File: config.mk
export PLATFORM = sky130hd
export DESIGN_NAME = timer_pin_io_mode_select
export DESIGN_NICKNAME = d
export VERILOG_FILES = /design/src/include/timer_pin_io_pkg.sv /design/src/rtl/timer_pin_io_mode_select.sv
export SDC_FILE = /design/constraint.sdc
export NUM_CORES = 1
export LEC_CHECK = 0
export ABC_AREA = 1
export ABC_CLOCK_PERIOD_IN_PS = 2100
export BUFFER_PORTS_ARGS = -buffer_cell sky130_fd_sc_hd__buf_2
export CAP_MARGIN = 40
export CORE_MARGIN = 4
export CORE_UTILIZATION = 30
export CTS_BUF_LIST = sky130_fd_sc_hd__clkbuf_16
export CTS_CLUSTER_SIZE = 24
export DETAILED_ROUTE_END_ITERATION = 10
export PLACE_DENSITY = 0.6
export SYNTH_ARGS = -nofsm -noshare
export SYNTH_HDL_FRONTEND = slang
export SYNTH_SLANG_ARGS = --single-unit
File: constraint.sdc
create_clock -name clk -period 2.1 [get_ports clk]
set_input_delay 0.105 -clock clk [delete_from_list [all_inputs] [get_ports clk]]
set_output_delay 0.105 -clock clk [all_outputs]
set_load 0.03 [all_outputs]
File: src/include/timer_pin_io_pkg.sv
// Purpose: Constants for the timer pin I/O mode block.
// Assumes: AHB-Lite register bus, 32-bit data, one word per register.
// Notes:   Index 0 is the channel-3 D register path, index 1 the channel-4 B path.
package timer_pin_io_pkg;
    localparam int          NUM_CH         = 2;
    localparam int          CNT_W          = 16;
    localparam int          ADDR_W         = 8;
    localparam int          EVT_W          = 2 * NUM_CH;

    // ---------------------------------------------------------------
    // Register byte offsets
    // ---------------------------------------------------------------
    localparam logic [7:0]  OFS_CH3_IOCTL  = 8'h00;
    localparam logic [7:0]  OFS_CH4_IOCTL  = 8'h04;
    localparam logic [7:0]  OFS_AUX_CTRL   = 8'h08;
    localparam logic [7:0]  OFS_CH3_GR_D   = 8'h0c;
    localparam logic [7:0]  OFS_CH4_GR_B   = 8'h10;
    localparam logic [7:0]  OFS_IRQ_STATUS = 8'h14;
    localparam logic [7:0]  OFS_IRQ_CLEAR  = 8'h18;
    localparam logic [7:0]  OFS_IRQ_ENABLE = 8'h1c;
    localparam logic [7:0]  OFS_PIN_STATE  = 8'h20;

    // ---------------------------------------------------------------
    // Field positions
    // ---------------------------------------------------------------
    localparam int          MODE_MSB       = 7;
    localparam int          MODE_LSB       = 4;
    localparam int          AUX_BUF_BIT    = 0;
    localparam int          AUX_PSC_LSB    = 1;
    localparam int          AUX_PSC_MSB    = 3;
    localparam int          EVT_CMP_OFS    = 0;
    localparam int          EVT_CAP_OFS    = 1;

    // ---------------------------------------------------------------
    // Encodings and reset values
    // ---------------------------------------------------------------
    localparam logic [2:0]  PSC_UNDIVIDED  = 3'h0;
    localparam logic [1:0]  ACT_NONE       = 2'h0;
    localparam logic [1:0]  ACT_LOW        = 2'h1;
    localparam logic [1:0]  ACT_HIGH       = 2'h2;
    localparam logic [1:0]  ACT_TOGGLE     = 2'h3;
    localparam logic [7:0]  IOCTL_RST      = 8'h00;
    localparam logic [3:0]  AUX_RST        = 4'h0;
    localparam logic [15:0] GR_RST         = 16'hffff;
    localparam logic [3:0]  EVT_RST        = 4'h0;
endpackage

File: src/rtl/timer_pin_io_mode_select.sv
// Purpose: Pin I/O mode decode, compare output and input capture for the
//          channel-3 D and channel-4 B general registers.
// Assumes: Counters, count pulse and channel-3 C events come from outside,
//          synchronous to clk; pin inputs are synchronous to clk.
// Notes:   Register reads take one wait state, writes none.
`timescale 1ns/10ps
`default_nettype none

module timer_pin_io_mode_select (
    input  wire logic        clk,
    input  wire logic        rst_n,
    input  wire logic        hsel,
    input  wire logic [31:0] haddr,
    input  wire logic [1:0]  htrans,
    input  wire logic        hwrite,
    input  wire logic [2:0]  hsize,
    input  wire logic [31:0] hwdata,
    input  wire logic        hready,
    output logic      [31:0] hrdata,
    output logic             hreadyout,
    output logic             hresp,
    input  wire logic [15:0] ch3_counter,
    input  wire logic [15:0] ch4_counter,
    input  wire logic        ch4_count_pulse,
    input  wire logic        ch3_c_event,
    input  wire logic        ch3_d_timer_pin_in,
    output logic             ch3_d_timer_pin_out,
    output logic             ch3_d_timer_pin_oe_n,
    input  wire logic        ch4_b_timer_pin_in,
    output logic             ch4_b_timer_pin_out,
    output logic             ch4_b_timer_pin_oe_n,
    output logic             irq
);

    // ---------------------------------------------------------------
    // Mode decode helpers
    // ---------------------------------------------------------------
    function automatic logic mode_is_capture(input logic [3:0] mode);
        mode_is_capture = mode[3];
    endfunction

    function automatic logic pin_capture_hit(input logic [3:0] mode,
                                             input logic       rise,
                                             input logic       fall);
        logic use_pin;
        logic on_rise;
        logic on_fall;
        use_pin = mode[3] && !mode[2];
        on_rise = mode[1] || !mode[0];
        on_fall = mode[1] || mode[0];
        pin_capture_hit = use_pin && ((rise && on_rise) || (fall && on_fall));
    endfunction

    // ---------------------------------------------------------------
    // Bus slave
    // ---------------------------------------------------------------
    logic [timer_pin_io_pkg::ADDR_W-1:0] addr_ff;
    logic                                wr_pend_ff;
    logic                                rd_pend_ff;
    logic                                hreadyout_ff;
    logic [31:0]                         hrdata_ff;
    logic [31:0]                         rd_data;
    logic [3:0]                          aux_ff;
    logic [timer_pin_io_pkg::EVT_W-1:0]  status_ff;
    logic [timer_pin_io_pkg::EVT_W-1:0]  enable_ff;
    logic                                irq_ff;
    logic [timer_pin_io_pkg::EVT_W-1:0]  evt;
    logic [timer_pin_io_pkg::EVT_W-1:0]  nxt_status;
    logic [timer_pin_io_pkg::EVT_W-1:0]  clr_bits;

    wire addr_ok    = hsel && htrans[1] && hready;
    wire wr_aux     = wr_pend_ff && (addr_ff == timer_pin_io_pkg::OFS_AUX_CTRL);
    wire wr_clear   = wr_pend_ff && (addr_ff == timer_pin_io_pkg::OFS_IRQ_CLEAR);
    wire wr_enable  = wr_pend_ff && (addr_ff == timer_pin_io_pkg::OFS_IRQ_ENABLE);
    wire buf_mode   = aux_ff[timer_pin_io_pkg::AUX_BUF_BIT];
    wire [2:0] psc  = aux_ff[timer_pin_io_pkg::AUX_PSC_MSB:timer_pin_io_pkg::AUX_PSC_LSB];
    wire psc_ok     = (psc != timer_pin_io_pkg::PSC_UNDIVIDED);
    wire irq_nxt    = |(nxt_status & enable_ff);

    // Only whole-word transfers are issued, so the size is not decoded
    wire unused_ok  = &{1'b0, hsize, haddr[31:timer_pin_io_pkg::ADDR_W]};

    always_ff @(posedge clk or negedge rst_n) begin
        if (!rst_n) begin
            addr_ff      <= '0;
            wr_pend_ff   <= 1'b0;
            rd_pend_ff   <= 1'b0;
            hreadyout_ff <= 1'b1;
            hrdata_ff    <= 32'h0000_0000;
        end else begin
            if (addr_ok) begin
                addr_ff <= haddr[timer_pin_io_pkg::ADDR_W-1:0];
            end
            wr_pend_ff   <= addr_ok && hwrite;
            rd_pend_ff   <= addr_ok && !hwrite;
            // A wait state on reads covers the cycle hrdata_ff takes to register rd_data
            hreadyout_ff <= !(addr_ok && !hwrite);
            if (rd_pend_ff) begin
                hrdata_ff <= rd_data;
            end
        end
    end

    assign hrdata    = hrdata_ff;
    assign hreadyout = hreadyout_ff;
    assign hresp     = unused_ok;

    // ---------------------------------------------------------------
    // Per-channel compare and capture
    // ---------------------------------------------------------------
    logic [1:0]                          pin_out;
    logic [1:0]                          pin_oe_n;
    logic [7:0]                          ioctl_rd [timer_pin_io_pkg::NUM_CH];
    logic [timer_pin_io_pkg::CNT_W-1:0]  gr_rd    [timer_pin_io_pkg::NUM_CH];

    genvar c;
    generate
        for (c = 0; c < timer_pin_io_pkg::NUM_CH; c++) begin : g_ch
            logic [7:0]                         ioctl_ff;
            logic [timer_pin_io_pkg::CNT_W-1:0] gr_ff;
            logic                               lvl_ff;
            logic                               oe_n_ff;
            logic                               eq_ff;
            logic                               pin_prev_ff;
            logic                               nxt_lvl;
            logic [7:0]                         ofs_ioctl;
            logic [7:0]                         ofs_gr;
            logic [timer_pin_io_pkg::CNT_W-1:0] cnt;
            logic                               pin_in;
            logic                               special_evt;
            logic                               valid;

            if (c == 0) begin : g_d3
                assign ofs_ioctl   = timer_pin_io_pkg::OFS_CH3_IOCTL;
                assign ofs_gr      = timer_pin_io_pkg::OFS_CH3_GR_D;
                assign cnt         = ch3_counter;
                assign pin_in      = ch3_d_timer_pin_in;
                assign special_evt = ch4_count_pulse && psc_ok;
                assign valid       = !buf_mode;
            end else begin : g_b4
                assign ofs_ioctl   = timer_pin_io_pkg::OFS_CH4_IOCTL;
                assign ofs_gr      = timer_pin_io_pkg::OFS_CH4_GR_B;
                assign cnt         = ch4_counter;
                assign pin_in      = ch4_b_timer_pin_in;
                assign special_evt = ch3_c_event;
                assign valid       = 1'b1;
            end

            wire [3:0] mode     = ioctl_ff[timer_pin_io_pkg::MODE_MSB:timer_pin_io_pkg::MODE_LSB];
            wire [3:0] new_mode = hwdata[timer_pin_io_pkg::MODE_MSB:timer_pin_io_pkg::MODE_LSB];
            wire [1:0] act      = mode[1:0];
            wire wr_ioctl  = wr_pend_ff && (addr_ff == ofs_ioctl);
            wire wr_gr     = wr_pend_ff && (addr_ff == ofs_gr);
            wire is_cap    = mode_is_capture(mode);
            wire eq        = (cnt == gr_ff);
            // One match per counter arrival at the value, even when it dwells
            wire cmp_evt   = valid && !is_cap && eq && !eq_ff;
            wire rise      = pin_in && !pin_prev_ff;
            wire fall      = !pin_in && pin_prev_ff;
            wire sp_hit    = is_cap && mode[2] && special_evt;
            wire cap_evt   = valid && (pin_capture_hit(mode, rise, fall) || sp_hit);
            wire drive_nxt = valid && !new_mode[3] && (new_mode[1:0] != timer_pin_io_pkg::ACT_NONE);
            wire drive_now = valid && !is_cap && (act != timer_pin_io_pkg::ACT_NONE);

            always_comb begin
                nxt_lvl = lvl_ff;
                if (wr_ioctl && !new_mode[3]) begin
                    nxt_lvl = new_mode[2];
                end else if (cmp_evt) begin
                    case (act)
                        timer_pin_io_pkg::ACT_LOW:    nxt_lvl = 1'b0;
                        timer_pin_io_pkg::ACT_HIGH:   nxt_lvl = 1'b1;
                        timer_pin_io_pkg::ACT_TOGGLE: nxt_lvl = !lvl_ff;
                        default:                      nxt_lvl = lvl_ff;
                    endcase
                end
            end

            always_ff @(posedge clk or negedge rst_n) begin
                if (!rst_n) begin
                    ioctl_ff    <= timer_pin_io_pkg::IOCTL_RST;
                    gr_ff       <= timer_pin_io_pkg::GR_RST;
                    lvl_ff      <= 1'b0;
                    oe_n_ff     <= 1'b1;
                    eq_ff       <= 1'b0;
                    pin_prev_ff <= 1'b0;
                end else begin
                    if (wr_ioctl) begin
                        ioctl_ff <= hwdata[7:0];
                    end
                    // Capture beats a software write in the same cycle
                    if (cap_evt) begin
                        gr_ff <= cnt;
                    end else if (wr_gr) begin
                        gr_ff <= hwdata[timer_pin_io_pkg::CNT_W-1:0];
                    end
                    lvl_ff      <= nxt_lvl;
                    // Output disabled for 0x00 and 0x40, capture, and an invalid D field
                    oe_n_ff     <= wr_ioctl ? !drive_nxt : !drive_now;
                    eq_ff       <= eq;
                    pin_prev_ff <= pin_in;
                end
            end

            assign evt[2*c + timer_pin_io_pkg::EVT_CMP_OFS] = cmp_evt;
            assign evt[2*c + timer_pin_io_pkg::EVT_CAP_OFS] = cap_evt;
            assign pin_out[c]  = lvl_ff;
            assign pin_oe_n[c] = oe_n_ff;
            assign ioctl_rd[c] = ioctl_ff;
            assign gr_rd[c]    = gr_ff;
        end
    endgenerate

    assign ch3_d_timer_pin_out  = pin_out[0];
    assign ch3_d_timer_pin_oe_n = pin_oe_n[0];
    assign ch4_b_timer_pin_out  = pin_out[1];
    assign ch4_b_timer_pin_oe_n = pin_oe_n[1];

    // ---------------------------------------------------------------
    // Event status and interrupt
    // ---------------------------------------------------------------
    assign clr_bits   = wr_clear ? hwdata[timer_pin_io_pkg::EVT_W-1:0] : '0;
    // A new event wins over a clear in the same cycle
    assign nxt_status = (status_ff & ~clr_bits) | evt;

    always_ff @(posedge clk or negedge rst_n) begin
        if (!rst_n) begin
            aux_ff    <= timer_pin_io_pkg::AUX_RST;
            status_ff <= timer_pin_io_pkg::EVT_RST;
            enable_ff <= timer_pin_io_pkg::EVT_RST;
            irq_ff    <= 1'b0;
        end else begin
            if (wr_aux) begin
                aux_ff <= hwdata[3:0];
            end
            if (wr_enable) begin
                enable_ff <= hwdata[timer_pin_io_pkg::EVT_W-1:0];
            end
            status_ff <= nxt_status;
            irq_ff    <= irq_nxt;
        end
    end

    assign irq = irq_ff;

    // ---------------------------------------------------------------
    // Read mux
    // ---------------------------------------------------------------
    wire sel_ioctl3 = (addr_ff == timer_pin_io_pkg::OFS_CH3_IOCTL);
    wire sel_ioctl4 = (addr_ff == timer_pin_io_pkg::OFS_CH4_IOCTL);
    wire sel_aux    = (addr_ff == timer_pin_io_pkg::OFS_AUX_CTRL);
    wire sel_gr3    = (addr_ff == timer_pin_io_pkg::OFS_CH3_GR_D);
    wire sel_gr4    = (addr_ff == timer_pin_io_pkg::OFS_CH4_GR_B);
    wire sel_stat   = (addr_ff == timer_pin_io_pkg::OFS_IRQ_STATUS);
    wire sel_en     = (addr_ff == timer_pin_io_pkg::OFS_IRQ_ENABLE);
    wire sel_pins   = (addr_ff == timer_pin_io_pkg::OFS_PIN_STATE);

    // Clear register is write-only and unmapped offsets read zero
    assign rd_data = ({32{sel_ioctl3}} & {24'h00_0000, ioctl_rd[0]})
                   | ({32{sel_ioctl4}} & {24'h00_0000, ioctl_rd[1]})
                   | ({32{sel_aux}}    & {28'h000_0000, aux_ff})
                   | ({32{sel_gr3}}    & {16'h0000, gr_rd[0]})
                   | ({32{sel_gr4}}    & {16'h0000, gr_rd[1]})
                   | ({32{sel_stat}}   & {28'h000_0000, status_ff})
                   | ({32{sel_en}}     & {28'h000_0000, enable_ff})
                   | ({32{sel_pins}}   & {28'h000_0000, pin_oe_n, pin_out});

endmodule

`default_nettype wire

# Yosys cells after proc, flatten, opt, wreduce, memory -nomap -nowiden

Cells that the tools add are included.

Add/subtract/negate cells: 0
Multiply operators: 0
Div/mod/pow operators: 0
Order comparisons: 0
Equality and inequality tests: 16
Shift operators: 0
Muxes and demuxes: 13
Bitwise logic cells: 19
Reductions and logical operators: 85

Operator list:

| cell                 | count |
|---|---|
| $or A32 B32 Y32      | 7 |
| $and A32 B4 Y32      | 4 |
| $and A32 B16 Y32     | 2 |
| $and A32 B8 Y32      | 2 |
| $mux W16             | 4 |
| $logic_and A1 B1 Y1  | 41 |
| $eq A16 B16 Y1       | 2 |
| $eq A8 B5 Y1 const B | 4 |
| $logic_not A1 Y1     | 22 |
| $eq A8 B4 Y1 const B | 2 |
| $reduce_bool A2 Y1   | 7 |
| $and A4 B4 Y4        | 2 |
| $eq A2 B2 Y1 const B | 4 |
| $eq A8 B3 Y1 const B | 1 |
| $eq A8 B6 Y1 const B | 1 |
| $logic_not A8 Y1     | 1 |
| $logic_or A1 B1 Y1   | 8 |
| $reduce_bool A4 Y1   | 2 |
| $mux W1              | 6 |
| $pmux W1 S3          | 2 |
| $eq A2 B1 Y1 const B | 2 |
| $mux W4              | 1 |
| $not A4 Y4           | 1 |
| $or A4 B4 Y4         | 1 |
| other kinds (3)      | 4 |

Bits in registers: 112
Bits in latches: 0
Bits in writable memories: 0
Memory bits (read-only): 0
Input bits: 110
Output and inout bits: 39
Logic and storage cells: 154
Memories: 0

# Logic depth before layout (Yosys ltp)

Gate-level depths: netlist of the first run.

Word-level depth: 10
Mapped depth: 11

# Worst setup path before layout of the first run

OpenSTA, ideal clock, no wires.

Kind: register to register
Start point: register g_ch[1].ioctl_ff[4]
End point: register g_ch[1].gr_ff[2] in the netlist's numbering
Library setup time: 86 ps
Arrival time: 1472 ps
Data required time: 2014 ps
Setup slack: 542 ps
Stages on the path, launching flop included: 11
Buffers on the path: 1
Clock period less this slack: 1558 ps
Cell sequence: dfrtp_1 > inv_1 > ha_1 > inv_1 > nand3_1 > nand3_1 > nand2_1 > clkbuf_1 > o21ai_0 > o21ai_0 > o21ai_0

Longest elaborated chain between the ends: 7

RTL lines:

| item                                                  | line                            | source |
|---|---|---|
| start: declaration                                    | timer_pin_io_mode_select.sv:119 | `logic [7:0] ioctl_ff;` |
| start signal: assignment                              | timer_pin_io_mode_select.sv:181 | `ioctl_ff <= timer_pin_io_pkg::IOCTL_RST;` |
| start signal: assignment                              | timer_pin_io_mode_select.sv:189 | `ioctl_ff <= hwdata[7:0];` |
| $logic_not A1 Y1                                      | timer_pin_io_mode_select.sv:49  | `on_rise = mode[1] \|\| !mode[0];` |
| $logic_or A1 B1 Y1                                    | timer_pin_io_mode_select.sv:49  |  |
| $logic_and A1 B1 Y1                                   | timer_pin_io_mode_select.sv:51  | `pin_capture_hit = use_pin && ((rise && on_rise) \|\| (fall && on_fall));` |
| $logic_or A1 B1 Y1 (*)                                | timer_pin_io_mode_select.sv:51  |  |
| $logic_and A1 B1 Y1 (*)                               | timer_pin_io_mode_select.sv:51  |  |
| $logic_or A1 B1 Y1 (*)                                | timer_pin_io_mode_select.sv:161 | `wire cap_evt = valid && (pin_capture_hit(mode, rise, fall) \|\| sp_hit);` |
| $mux W16 / $reduce_bool A2 Y1 (equally long branches) | -                               |  |
| end signal: assignment                                | timer_pin_io_mode_select.sv:182 | `gr_ff <= timer_pin_io_pkg::GR_RST;` |
| end signal: assignment                                | timer_pin_io_mode_select.sv:193 | `gr_ff <= cnt;` |
| end signal: assignment                                | timer_pin_io_mode_select.sv:195 | `gr_ff <= hwdata[timer_pin_io_pkg::CNT_W-1:0];` |
| end: declaration                                      | timer_pin_io_mode_select.sv:120 | `logic [timer_pin_io_pkg::CNT_W-1:0] gr_ff;` |

Mark *: on every way between the ends. The rest lies on a longest branch, timed or not.
A chain may end at the register's enable or synchronous reset.

# Worst setup path after layout of the first run

Start point: register g_ch[1].ioctl_ff[5]
End point: register g_ch[1].gr_ff[9] in the netlist's numbering

Longest elaborated chain between the ends: 6

RTL lines:

| item                                                  | line |
|---|---|
| $logic_or A1 B1 Y1, on equally long branches          | timer_pin_io_mode_select.sv:49, timer_pin_io_mode_select.sv:50 |
| $logic_and A1 B1 Y1                                   | timer_pin_io_mode_select.sv:51 |
| $logic_or A1 B1 Y1 (*)                                | timer_pin_io_mode_select.sv:51 |
| $logic_and A1 B1 Y1 (*)                               | timer_pin_io_mode_select.sv:51 |
| $logic_or A1 B1 Y1 (*)                                | timer_pin_io_mode_select.sv:161 |
| $mux W16 / $reduce_bool A2 Y1 (equally long branches) | - |

Marked as above.

==> results of run 1 <==
-- worst max-delay path: stages, from the launching register on --
cell and delay, ns:
dfrtp_1 0.41, inv_1 0.12, ha_1 0.15, inv_1 0.05
nand3_1 0.08, nand3_1 0.07, nand2_1 0.29, clkinvlp_4 0.32
o21ai_0 0.23, o22ai_1 0.09
-- what timing repair did --
item | CTS | global route
endpoints found under the setup margin | 0 | 1
hold buffers | 8 | 0
resized for setup | 0 | 1
hold endpoints to repair | 32 | 0
-- registers in the layout, summed over array words and instances (netlist names) --
| signal | count |
|---|---|
| g_ch.gr_ff | 32 |
| g_ch.ioctl_ff | 16 |
| hrdata | 16 |
| addr_ff | 8 |
| aux_ff | 4 |
| enable_ff | 4 |
| status_ff | 4 |
| g_ch.eq_ff | 2 |
| g_ch.pin_prev_ff | 2 |
| ch3_d_timer_pin_oe_n | 1 |
| ch3_d_timer_pin_out | 1 |
| ch4_b_timer_pin_oe_n | 1 |
| ch4_b_timer_pin_out | 1 |
| hreadyout | 1 |
| irq | 1 |
| rd_pend_ff | 1 |
| wr_pend_ff | 1 |
-- per-stage QoR --
step | setup slack (ns) | total power [mW] | hold slack [ns] | util | std cells
after global routing | 0.0554 | 4.97 | 0.0193 | 0.368 | 1030
after floorplan | 0.542 | 2.82 | -0.191 | - | 718
after detailed placement | 0.179 | 3.13 | 0.106 | 0.346 | 1005
after CTS | 0.154 | 4.78 | 0.00449 | 0.367 | 1029
final | 0.204 | 4.74 | 0.00835 | 0.368 | 1030
after global placement | 0.218 | 3.11 | 0.109 | 0.346 | 1005
-- Yosys cell counts (all sizes together) (3+ instances only) --
cell	count
ha	8
o21ai	66
nand3b	3
o2bb2ai	3
dfrtp	61
buf	29
mux2	4
nor2	79
o221ai	15
inv	104
nor3	3
clkbuf	6
o22ai	16
nand3	48
nand2	182
dfstp	35
a21oi	27
-- kinds of logic after synthesis --
| family | count (synthesis) |
|---|---|
| simple gates | 320 |
| buf+inv | 140 |
| compound gates | 131 |
| flops | 96 |
| fa+ha+maj | 8 |
| mux | 4 |
| xor+xnor | 2 |
| other cells | 1 |
-- routing by layer --
layer	share of wire	track usage
met5	0	0
met3	0.047	0.0272
met1	0.47	0.216
met2	0.46	0.239
met4	0.018	0.0445
-- where the power goes --
part           leakage (nW)  internal (mW)  switching, mW  total [mW]
registers              1.03           2.09          0.132        2.22
logic                  2.06          0.293          0.590       0.882
clock network         0.144          0.913          0.719        1.63
-- path summary, 6_finish.rpt --
check                                     from          endpoint  cells after the start  slack, ns
hold / removal                        haddr[4]        addr_ff[4]                      3      0.008
setup / recovery           g_ch[1].ioctl_ff[5]  g_ch[1].gr_ff[9]                      9       0.20
hold reg to reg                      hrdata[5]         hrdata[5]                      2       0.48
min in group asynchronous                rst_n        addr_ff[7]                      2       0.28
max in group asynchronous                rst_n  g_ch[0].gr_ff[3]                      3       1.10
setup reg to reg           g_ch[1].ioctl_ff[5]  g_ch[1].gr_ff[9]                      9       0.20
-- cell usage in the layout, fill, tap and decap left out, drive strengths merged, types with 2 or more instances in the layout --
master / count
nand2: 182
inv: 105
buf: 97
nor2: 79
o21ai: 66
dfrtp: 61
nand3: 48
dfstp: 35
a21oi: 27
conb: 17
o22ai: 16
o221ai: 15
clkbuf: 9
ha: 8
dlygate4sd3: 8
mux2: 4
clkinv: 4
nand3b: 3
nor3: 3
o2bb2ai: 3
xor2: 2
nor4: 2
nand4: 2
clkinvlp: 2
a21boi: 2
-- final cells by class --
type	instances	area [um^2]
sequential	96	2450
antenna	1	2.50
inverter	105	405
clock inverter	7	63.8
tap	225	282
fill	1855	11100
clock buffer	9	225
multi-input combinational	482	2400
timing repair buffer	105	606
==> out/qor.csv, run 1 <==
metric,value,unit
status,"complete, no violations",
synth_edf_count,0,
dieArea,0.0203,mm^2
min_path_type,input pin to flip-flop,
grt_pass1_wl,24.2,mm
antenna_found_initial,1,
cts.clk_slew.worst_paths,0.07,ns
gp_congestion,0.815,
worstSetupPathType,flip-flop to flip-flop,
die_h,142,um
wl_per_cell,14.9,um
clock-sinks,96,
tightest_slew,0.522,ns
drv_cap,0,
setup_tns,0,ns
synth-compound-area-share,0.142,
cp_data_required_time,2.36,ns
yosys-top-cells-area,"dfrtp_1 28%, dfstp_2 17%, nand2_1 12%",
postPlaceCellArea,0.00605,mm^2
drt_iter0_markers,376,
finClkSkew,0.00875,ns
synth_top_area_share,0.281,
drt.antenna.violating_nets,0,
rows,48,
clock_latency,0.35,ns
cts_made_buffers,9,
power.density,737,mW/mm^2
synth_mux_area_frac,0.00831,
netlist.top_cell.by_area,dfrtp_1,
slew_headroom,0.651,
worstPathMaxFanout,10,
grt_usage,0.152,
initial_core_util,0.310,
period_needed,1.90,ns
nNetsFinal,917,
drt_wl_total,15.4,mm
netlist_area,0.00542,mm^2
synth_cell_type_count,41,
cts_setup_buffers,0,
dpl.hpwl,11.9,mm
overflow,0,
firstDrtPassIters,5,
fin_area,0.00643,mm^2
finalSetupViolCount,0,
ys_seq_area_frac,0.451,
arrival,2.16,ns
hold_viol,0,
grt_pass1_vias,4496,
drc,0,
synth_top_family_by_area,simple AND/OR/NAND/NOR gates,
io_pins,149,
area_growth,18.5,%
synth_seq_cells,96,
vias,4715,
end_kind,flip-flop,
fmax,528,MHz
cts_tree,yes,
syn_avg_cell_area,7.72,um^2
slew_viol_final,0,
async_flop_share,1.00,
p_leak,3.24,nW
core_area,0.0175,mm^2
yosys.area_share.simple,0.258,
viasPerCell,4.58,
cts_max_level,3,
grt_max_degree,41,
synth_xor_area_frac,0.00323,
peakVddDrop,0.350,mV
cts_root_buf,clkbuf_16,
syn_inst,702,
yosys_warnings,0,
post-route-period-util,0.903,
layout-drive-gt1-share,0.218,
cts_max_path_buffers,2,
numPortBuffers,87,
start_kind,flip-flop,
die_w,142,um
grt_setup_unrepaired,no,
synth-main-ff-cell,dfrtp_1,
synth_fa_ha_area_frac,0.0185,
No activity file was read; power rests on OpenSTA's default activity.
==> inputs of run 2 (changes only) <==
- CAP_MARGIN: 40 -> unset
- CORE_ASPECT_RATIO: unset -> 0.75
- CTS_BUF_LIST: sky130_fd_sc_hd__clkbuf_16 -> sky130_fd_sc_hd__clkbuf_8
==> run 2 against run 1 <==
Fmax rose by 4.3%. Cell area rose by 1.2%. Clock power fell by 16%. Non-clock buffer count rose by 13. Total power fell by 5.1%. Cell count rose by 2.8%. Core utilization fell by 0.052 points. Die area rose by 0.11%. Critical path type unchanged. Critical endpoint is now g_ch[1].gr_ff[3]. Largest cell class unchanged.
==> out/qor.csv, run 2 (same netlist as run 1, synthesis figures left out) <==
metric,value,unit,change
period_needed,1.82,ns,-0.0781 ns
cts_max_path_buffers,2,,unchanged
die_w,163,um,+15%
cts_max_level,3,,unchanged
numPortBuffers,87,,unchanged
postPlaceCellArea,0.00607,mm^2,+0.35%
min_path_type,input pin to flip-flop,,
slew_viol_final,0,,unchanged
layout_commonest_cell,nand2_1,,
final_util,0.367,,-0.000523
combPwrFrac,0.199,,+0.013
status,"complete, no violations",,
clock_latency,0.38,ns,+0.03 ns
area_growth,19.9,%,
cts_root_buf,clkbuf_8,,
worstPathMaxFanout,10,,unchanged
cts_made_buffers,9,,unchanged
firstDrtPassIters,5,,unchanged
grt_pass1_wl,24.2,mm,+0.11%
regMostFlops,g_ch.gr_ff,,
seqPwrFrac,0.495,,+0.026
arrival,2.13,ns,-0.03 ns
cp_top_family,buffers and inverters,,
io_pins,149,,unchanged
antennaDiodeCount,0,,-1
fmax,550,MHz,+4.3%
hold_ws,0.00702,ns,-0.00133 ns
grt_usage,0.151,,-0.00127
drt_iter0_markers,398,,+5.9%
grt_max_degree,45,,+9.8%
dpl.hpwl,11.7,mm,-1.4%
cp_num_buf_inv,3,,unchanged
drt.antenna.violating_nets,0,,unchanged
swShare,0.311,,+0.00728
core_area,0.0177,mm^2,+1.3%
peakVddDrop,0.274,mV,-22%
nNetsFinal,930,,+1.4%
clock-sinks,96,,unchanged
start_kind,flip-flop,,
antenna_found_initial,0,,-1
worstSetupPathType,flip-flop to flip-flop,,
end_kind,flip-flop,,
hold_viol,0,,unchanged
path_cells,inv_1 > ha_1 > inv_1 > nand3_1 > nand3_1 > nand2_1 > clkinv_1 > o21ai_0 > o22ai_1,,
cp_data_required_time,2.41,ns,+0.05 ns
nFillCells,1911,,+3.0%
drt_wl_total,15.3,mm,-0.96%
finClkSkew,0.0132,ns,+0.00449 ns
p_switching,1.40,mW,-2.9%
initial_core_util,0.306,,-0.00408
setup_tns,0,ns,unchanged
dieArea,0.0203,mm^2,+0.11%
p_leak,3.26,nW,+0.73%
final_cells,1059,,+2.8%
grt_setup_unrepaired,no,,
vias,4792,,+1.6%
power.density,691,mW/mm^2,-6.3%
grt_pass1_vias,4531,,+0.78%
post-route-period-util,0.865,,-0.0372
gp_congestion,0.850,,+4.3%
tightest_slew,0.609,ns,+0.0869 ns
layout-drive-gt1-share,0.215,,-0.00224
fin_area,0.00650,mm^2,+1.2%
rows,42,,-13%
overflow,0,,unchanged
cts_setup_buffers,0,,unchanged
largest_reg_flops,32,,unchanged
viasPerCell,4.53,,-1.2%
p_int,3.10,mW,-6.1%
cp_slowest_cell,dfrtp_1,,
drv_cap,0,,unchanged
wl_per_cell,14.4,um,-3.7%
drc,0,,unchanged
slew_headroom,0.594,,-0.0570
die_h,124,um,-13%
clock_power_share,0.306,,-0.038
critPathMaxStageDelay,0.42,ns,about the same
final_cell_mix,"176 x nand2_1, 101 x inv_1, 86 x buf_2",,
placedCellCount,1022,,+1.7%
finalSetupViolCount,0,,unchanged
cts.clk_slew.worst_paths,0.10,ns,+0.03 ns
cts_tree,yes,,
run 2: final cells by class:
cell class / instances / area (um^2) / share of cell area
Sequential cell: 96 / 2450 / 0.376
Multi-Input combinational cell: 482 / 2400 / 0.368
Timing Repair Buffer: 118 / 736 / 0.113
Inverter: 105 / 402 / 0.0618
Tap cell: 242 / 303 / 0.0466
Clock buffer: 10 / 138 / 0.0212
Clock inverter: 6 / 82.6 / 0.0127
run 2: timing repair:
action | 4_1_cts | 5_1_grt
hold endpoints to repair | 44 | 0
hold buffers | 21 | 0
gates resized for setup | 0 | 0
run 2: worst paths after layout:
| kind | end | slack [ns] | start | cells after the start |
|---|---|---|---|---|
| worst max-delay path | g_ch[1].gr_ff[3] | 0.28 | g_ch[1].ioctl_ff[4] | 9 |
| worst min-delay path | g_ch[1].gr_ff[0] | 0.007 | ch4_counter[0] | 3 |
| worst max register to register | g_ch[1].gr_ff[3] | 0.28 | g_ch[1].ioctl_ff[4] | 9 |
| worst min register to register | hrdata[6] | 0.49 | hrdata[6] | 2 |
| max in group asynchronous | hreadyout | 1.09 | rst_n | 3 |
| min in group asynchronous | hrdata[15] | 0.28 | rst_n | 2 |
run 2: metrics by stage:
step           total power, mW  worst slack [ns]
6_report                  4.50             0.283
2_1_floorplan             2.82             0.542
3_3_place_gp              3.11             0.330
4_1_cts                   4.53             0.296
3_5_place_dp              3.13             0.318
5_1_grt                   4.74            0.0877
run 2: routing by layer:
| metal | wire (um) | vias up | share of wire | GRT usage |
|---|---|---|---|---|
| met5 | 0 | - | 0 | 0 |
| met4 | 134 | 0 | 0.0088 | 0.0325 |
| met3 | 832 | 10 | 0.055 | 0.0321 |
| met2 | 6420 | 117 | 0.42 | 0.215 |
| met1 | 7860 | 2214 | 0.52 | 0.234 |
| li1 | - | 2451 | - | - |
run 2: worst min-delay path, cell delays in order:
cell and delay, ns:
buf_2 0.10, o21ai_0 0.07, o21ai_0 0.08
run 2: power by group through the flow:
stage | sequential [mW] | combinational [mW] | clock [mW]
after CTS | 2.22 | 0.905 | 1.41
after global placement | 2.25 | 0.860 | 0
final | 2.22 | 0.896 | 1.37
after detailed placement | 2.26 | 0.870 | 0
after global routing | 2.25 | 1.01 | 1.48
after floorplan | 2.33 | 0.490 | 0
==> inputs of run 3 (changes only) <==
- CORE_UTILIZATION: 30 -> 40
- PLACE_DENSITY: 0.6 -> 0.73
==> run 3 against run 2 <==
Sequential cell count did not move. Clock skew fell by 0.0019 ns. Total power rose by 0.73%. Non-clock buffer count rose by 7. Sequential share of layout area barely moved. Hold slack improved by 0.010 ns. Register-to-register slack got worse by 0.21 ns. Cell count fell by 6.0%. Critical endpoint is now g_ch[0].gr_ff[15].
==> out/qor.csv, run 3 (same netlist as run 1, synthesis figures left out) <==
metric,value,unit,change
critPathMaxStageDelay,0.55,ns,+0.13 ns
p_leak,3.29,nW,+0.95%
gp_congestion,0.910,,+7.1%
cts_root_buf,clkbuf_8,,
rows,36,,-14%
layout-drive-gt1-share,0.222,,+0.00667
grt_usage,0.195,,+0.0435
worstSetupPathType,flip-flop to flip-flop,,
clock_latency,0.38,ns,about the same
cts.clk_slew.worst_paths,0.10,ns,about the same
drt_iter0_markers,394,,-1.0%
post-route-period-util,0.964,,+0.0981
vias,4958,,+3.5%
peakVddDrop,0.350,mV,+27%
slew_headroom,0.645,,+0.0504
dp_slack,0.173,ns,-0.146 ns
status,"complete, no violations",,
grt_pass1_vias,4668,,+3.0%
numPortBuffers,87,,unchanged
antennaDiodeCount,0,,unchanged
die_h,109,um,-13%
wl_per_cell,15.0,um,+4.2%
core_area,0.0131,mm^2,-26%
dieArea,0.0155,mm^2,-24%
firstDrtPassIters,5,,unchanged
path_cells,nor2_4 > nand3_1 > nor2_2 > nand2_2 > clkinv_2 > nand3_1 > nand3_1 > dlygate4sd3_1,,
nNetsFinal,937,,+0.75%
arrival,2.35,ns,+0.22 ns
worstPathMaxFanout,16,,+6
regMostFlops,g_ch.gr_ff,,
grt_pass1_wl,23.7,mm,-2.2%
cp_slowest_cell,dlygate4sd3_1,,
drt_wl_total,14.9,mm,-2.1%
fmax,494,MHz,-10%
slew_viol_final,0,,unchanged
area_growth,20.0,%,about the same
setup_ws,0.0765,ns,-0.206 ns
overflow,0,,unchanged
finalSetupViolCount,0,,unchanged
layout_commonest_cell,nand2_1,,
hold_ws,0.0172,ns,+0.0102 ns
initial_core_util,0.414,,+0.108
finClkSkew,0.0114,ns,-0.00189 ns
drt.antenna.violating_nets,0,,unchanged
cts_max_level,3,,unchanged
min_path_type,input pin to flip-flop,,
start_kind,flip-flop,,
cts_made_buffers,9,,unchanged
power.density,696,mW/mm^2,+0.63%
viasPerCell,4.98,,+10%
drc,0,,unchanged
tightest_slew,0.531,ns,-0.0771 ns
io_pins,149,,unchanged
dpl.hpwl,11.4,mm,-3.1%
cp_common_cell,nand3_1,,
antenna_found_initial,0,,unchanged
cts_tree,yes,,
cts_max_path_buffers,2,,unchanged
drv_cap,0,,unchanged
die_w,142,um,-13%
largest_reg_flops,32,,unchanged
final_cell_mix,"175 x nand2_1, 100 x inv_1, 86 x buf_2",,
grt_max_degree,47,,+4.4%
hold_viol,0,,unchanged
cp_data_required_time,2.43,ns,+0.02 ns
clock-sinks,96,,unchanged
end_kind,flip-flop,,
period_needed,2.02,ns,+0.206 ns
[run 3: path summary, 6_finish.rpt]
check                          startpoint                  end  slack (ns)  cells past startpoint
max                            addr_ff[1]    g_ch[0].gr_ff[15]        0.08                      8
min                        ch3_counter[5]     g_ch[0].gr_ff[5]        0.02                      3
min reg2reg                     hrdata[4]            hrdata[4]        0.48                      2
max in group asynchronous           rst_n    g_ch[0].gr_ff[12]        1.20                      3
min in group asynchronous           rst_n  g_ch[1].ioctl_ff[5]        0.22                      2
max reg2reg                    addr_ff[1]    g_ch[0].gr_ff[15]        0.08                      8
[run 3: repair_timing]
action	CTS	global route
resized for setup	0	8
setup endpoints to repair	0	4
endpoints found under the hold margin	44	0
hold buffers	26	0
buffers inserted	0	2
[run 3: where the power goes]
part           switching [mW]  internal [mW]  total, mW
sequential              0.131           2.09       2.22
combinational           0.603          0.319      0.922
clock                   0.700          0.685       1.39
[run 3: area by class of cell]
cell class,instances,area [um^2]
clock buffers,9,124
clock inverters,7,101
fillers,1245,6600
inverters,105,407
multi-input cells,482,2410
flip-flops and latches,96,2450
well taps,171,214
repair buffers,125,808
[run 3: critical path, delay by kind of cell, from the launching register on]
family | cells | cell delay [ns]
simple gates | 6 | 0.80
flops | 1 | 0.42
buf+inv | 2 | 0.74
[run 3: through the flow]
stage	area [um^2]	total power, mW	instances	utilization	TNS [ns]
3_3_place_gp	5980	3.10	951	0.456	0
6_report	6510	4.53	995	0.497	0
3_5_place_dp	5980	3.13	951	0.456	0
2_1_floorplan	5480	2.82	718	-	0
4_1_cts	6470	4.55	993	0.494	0
5_1_grt	6510	4.75	995	0.497	-0.00188
[run 3: per-layer routing]
metal / up-vias / routed length [um] / GRT usage
met5: - / 0 / 0
li1: 2463 / - / -
met1: 2284 / 6900 / 0.281
met3: 24 / 1240 / 0.0504
met2: 187 / 6520 / 0.290
met4: 0 / 274 / 0.0550
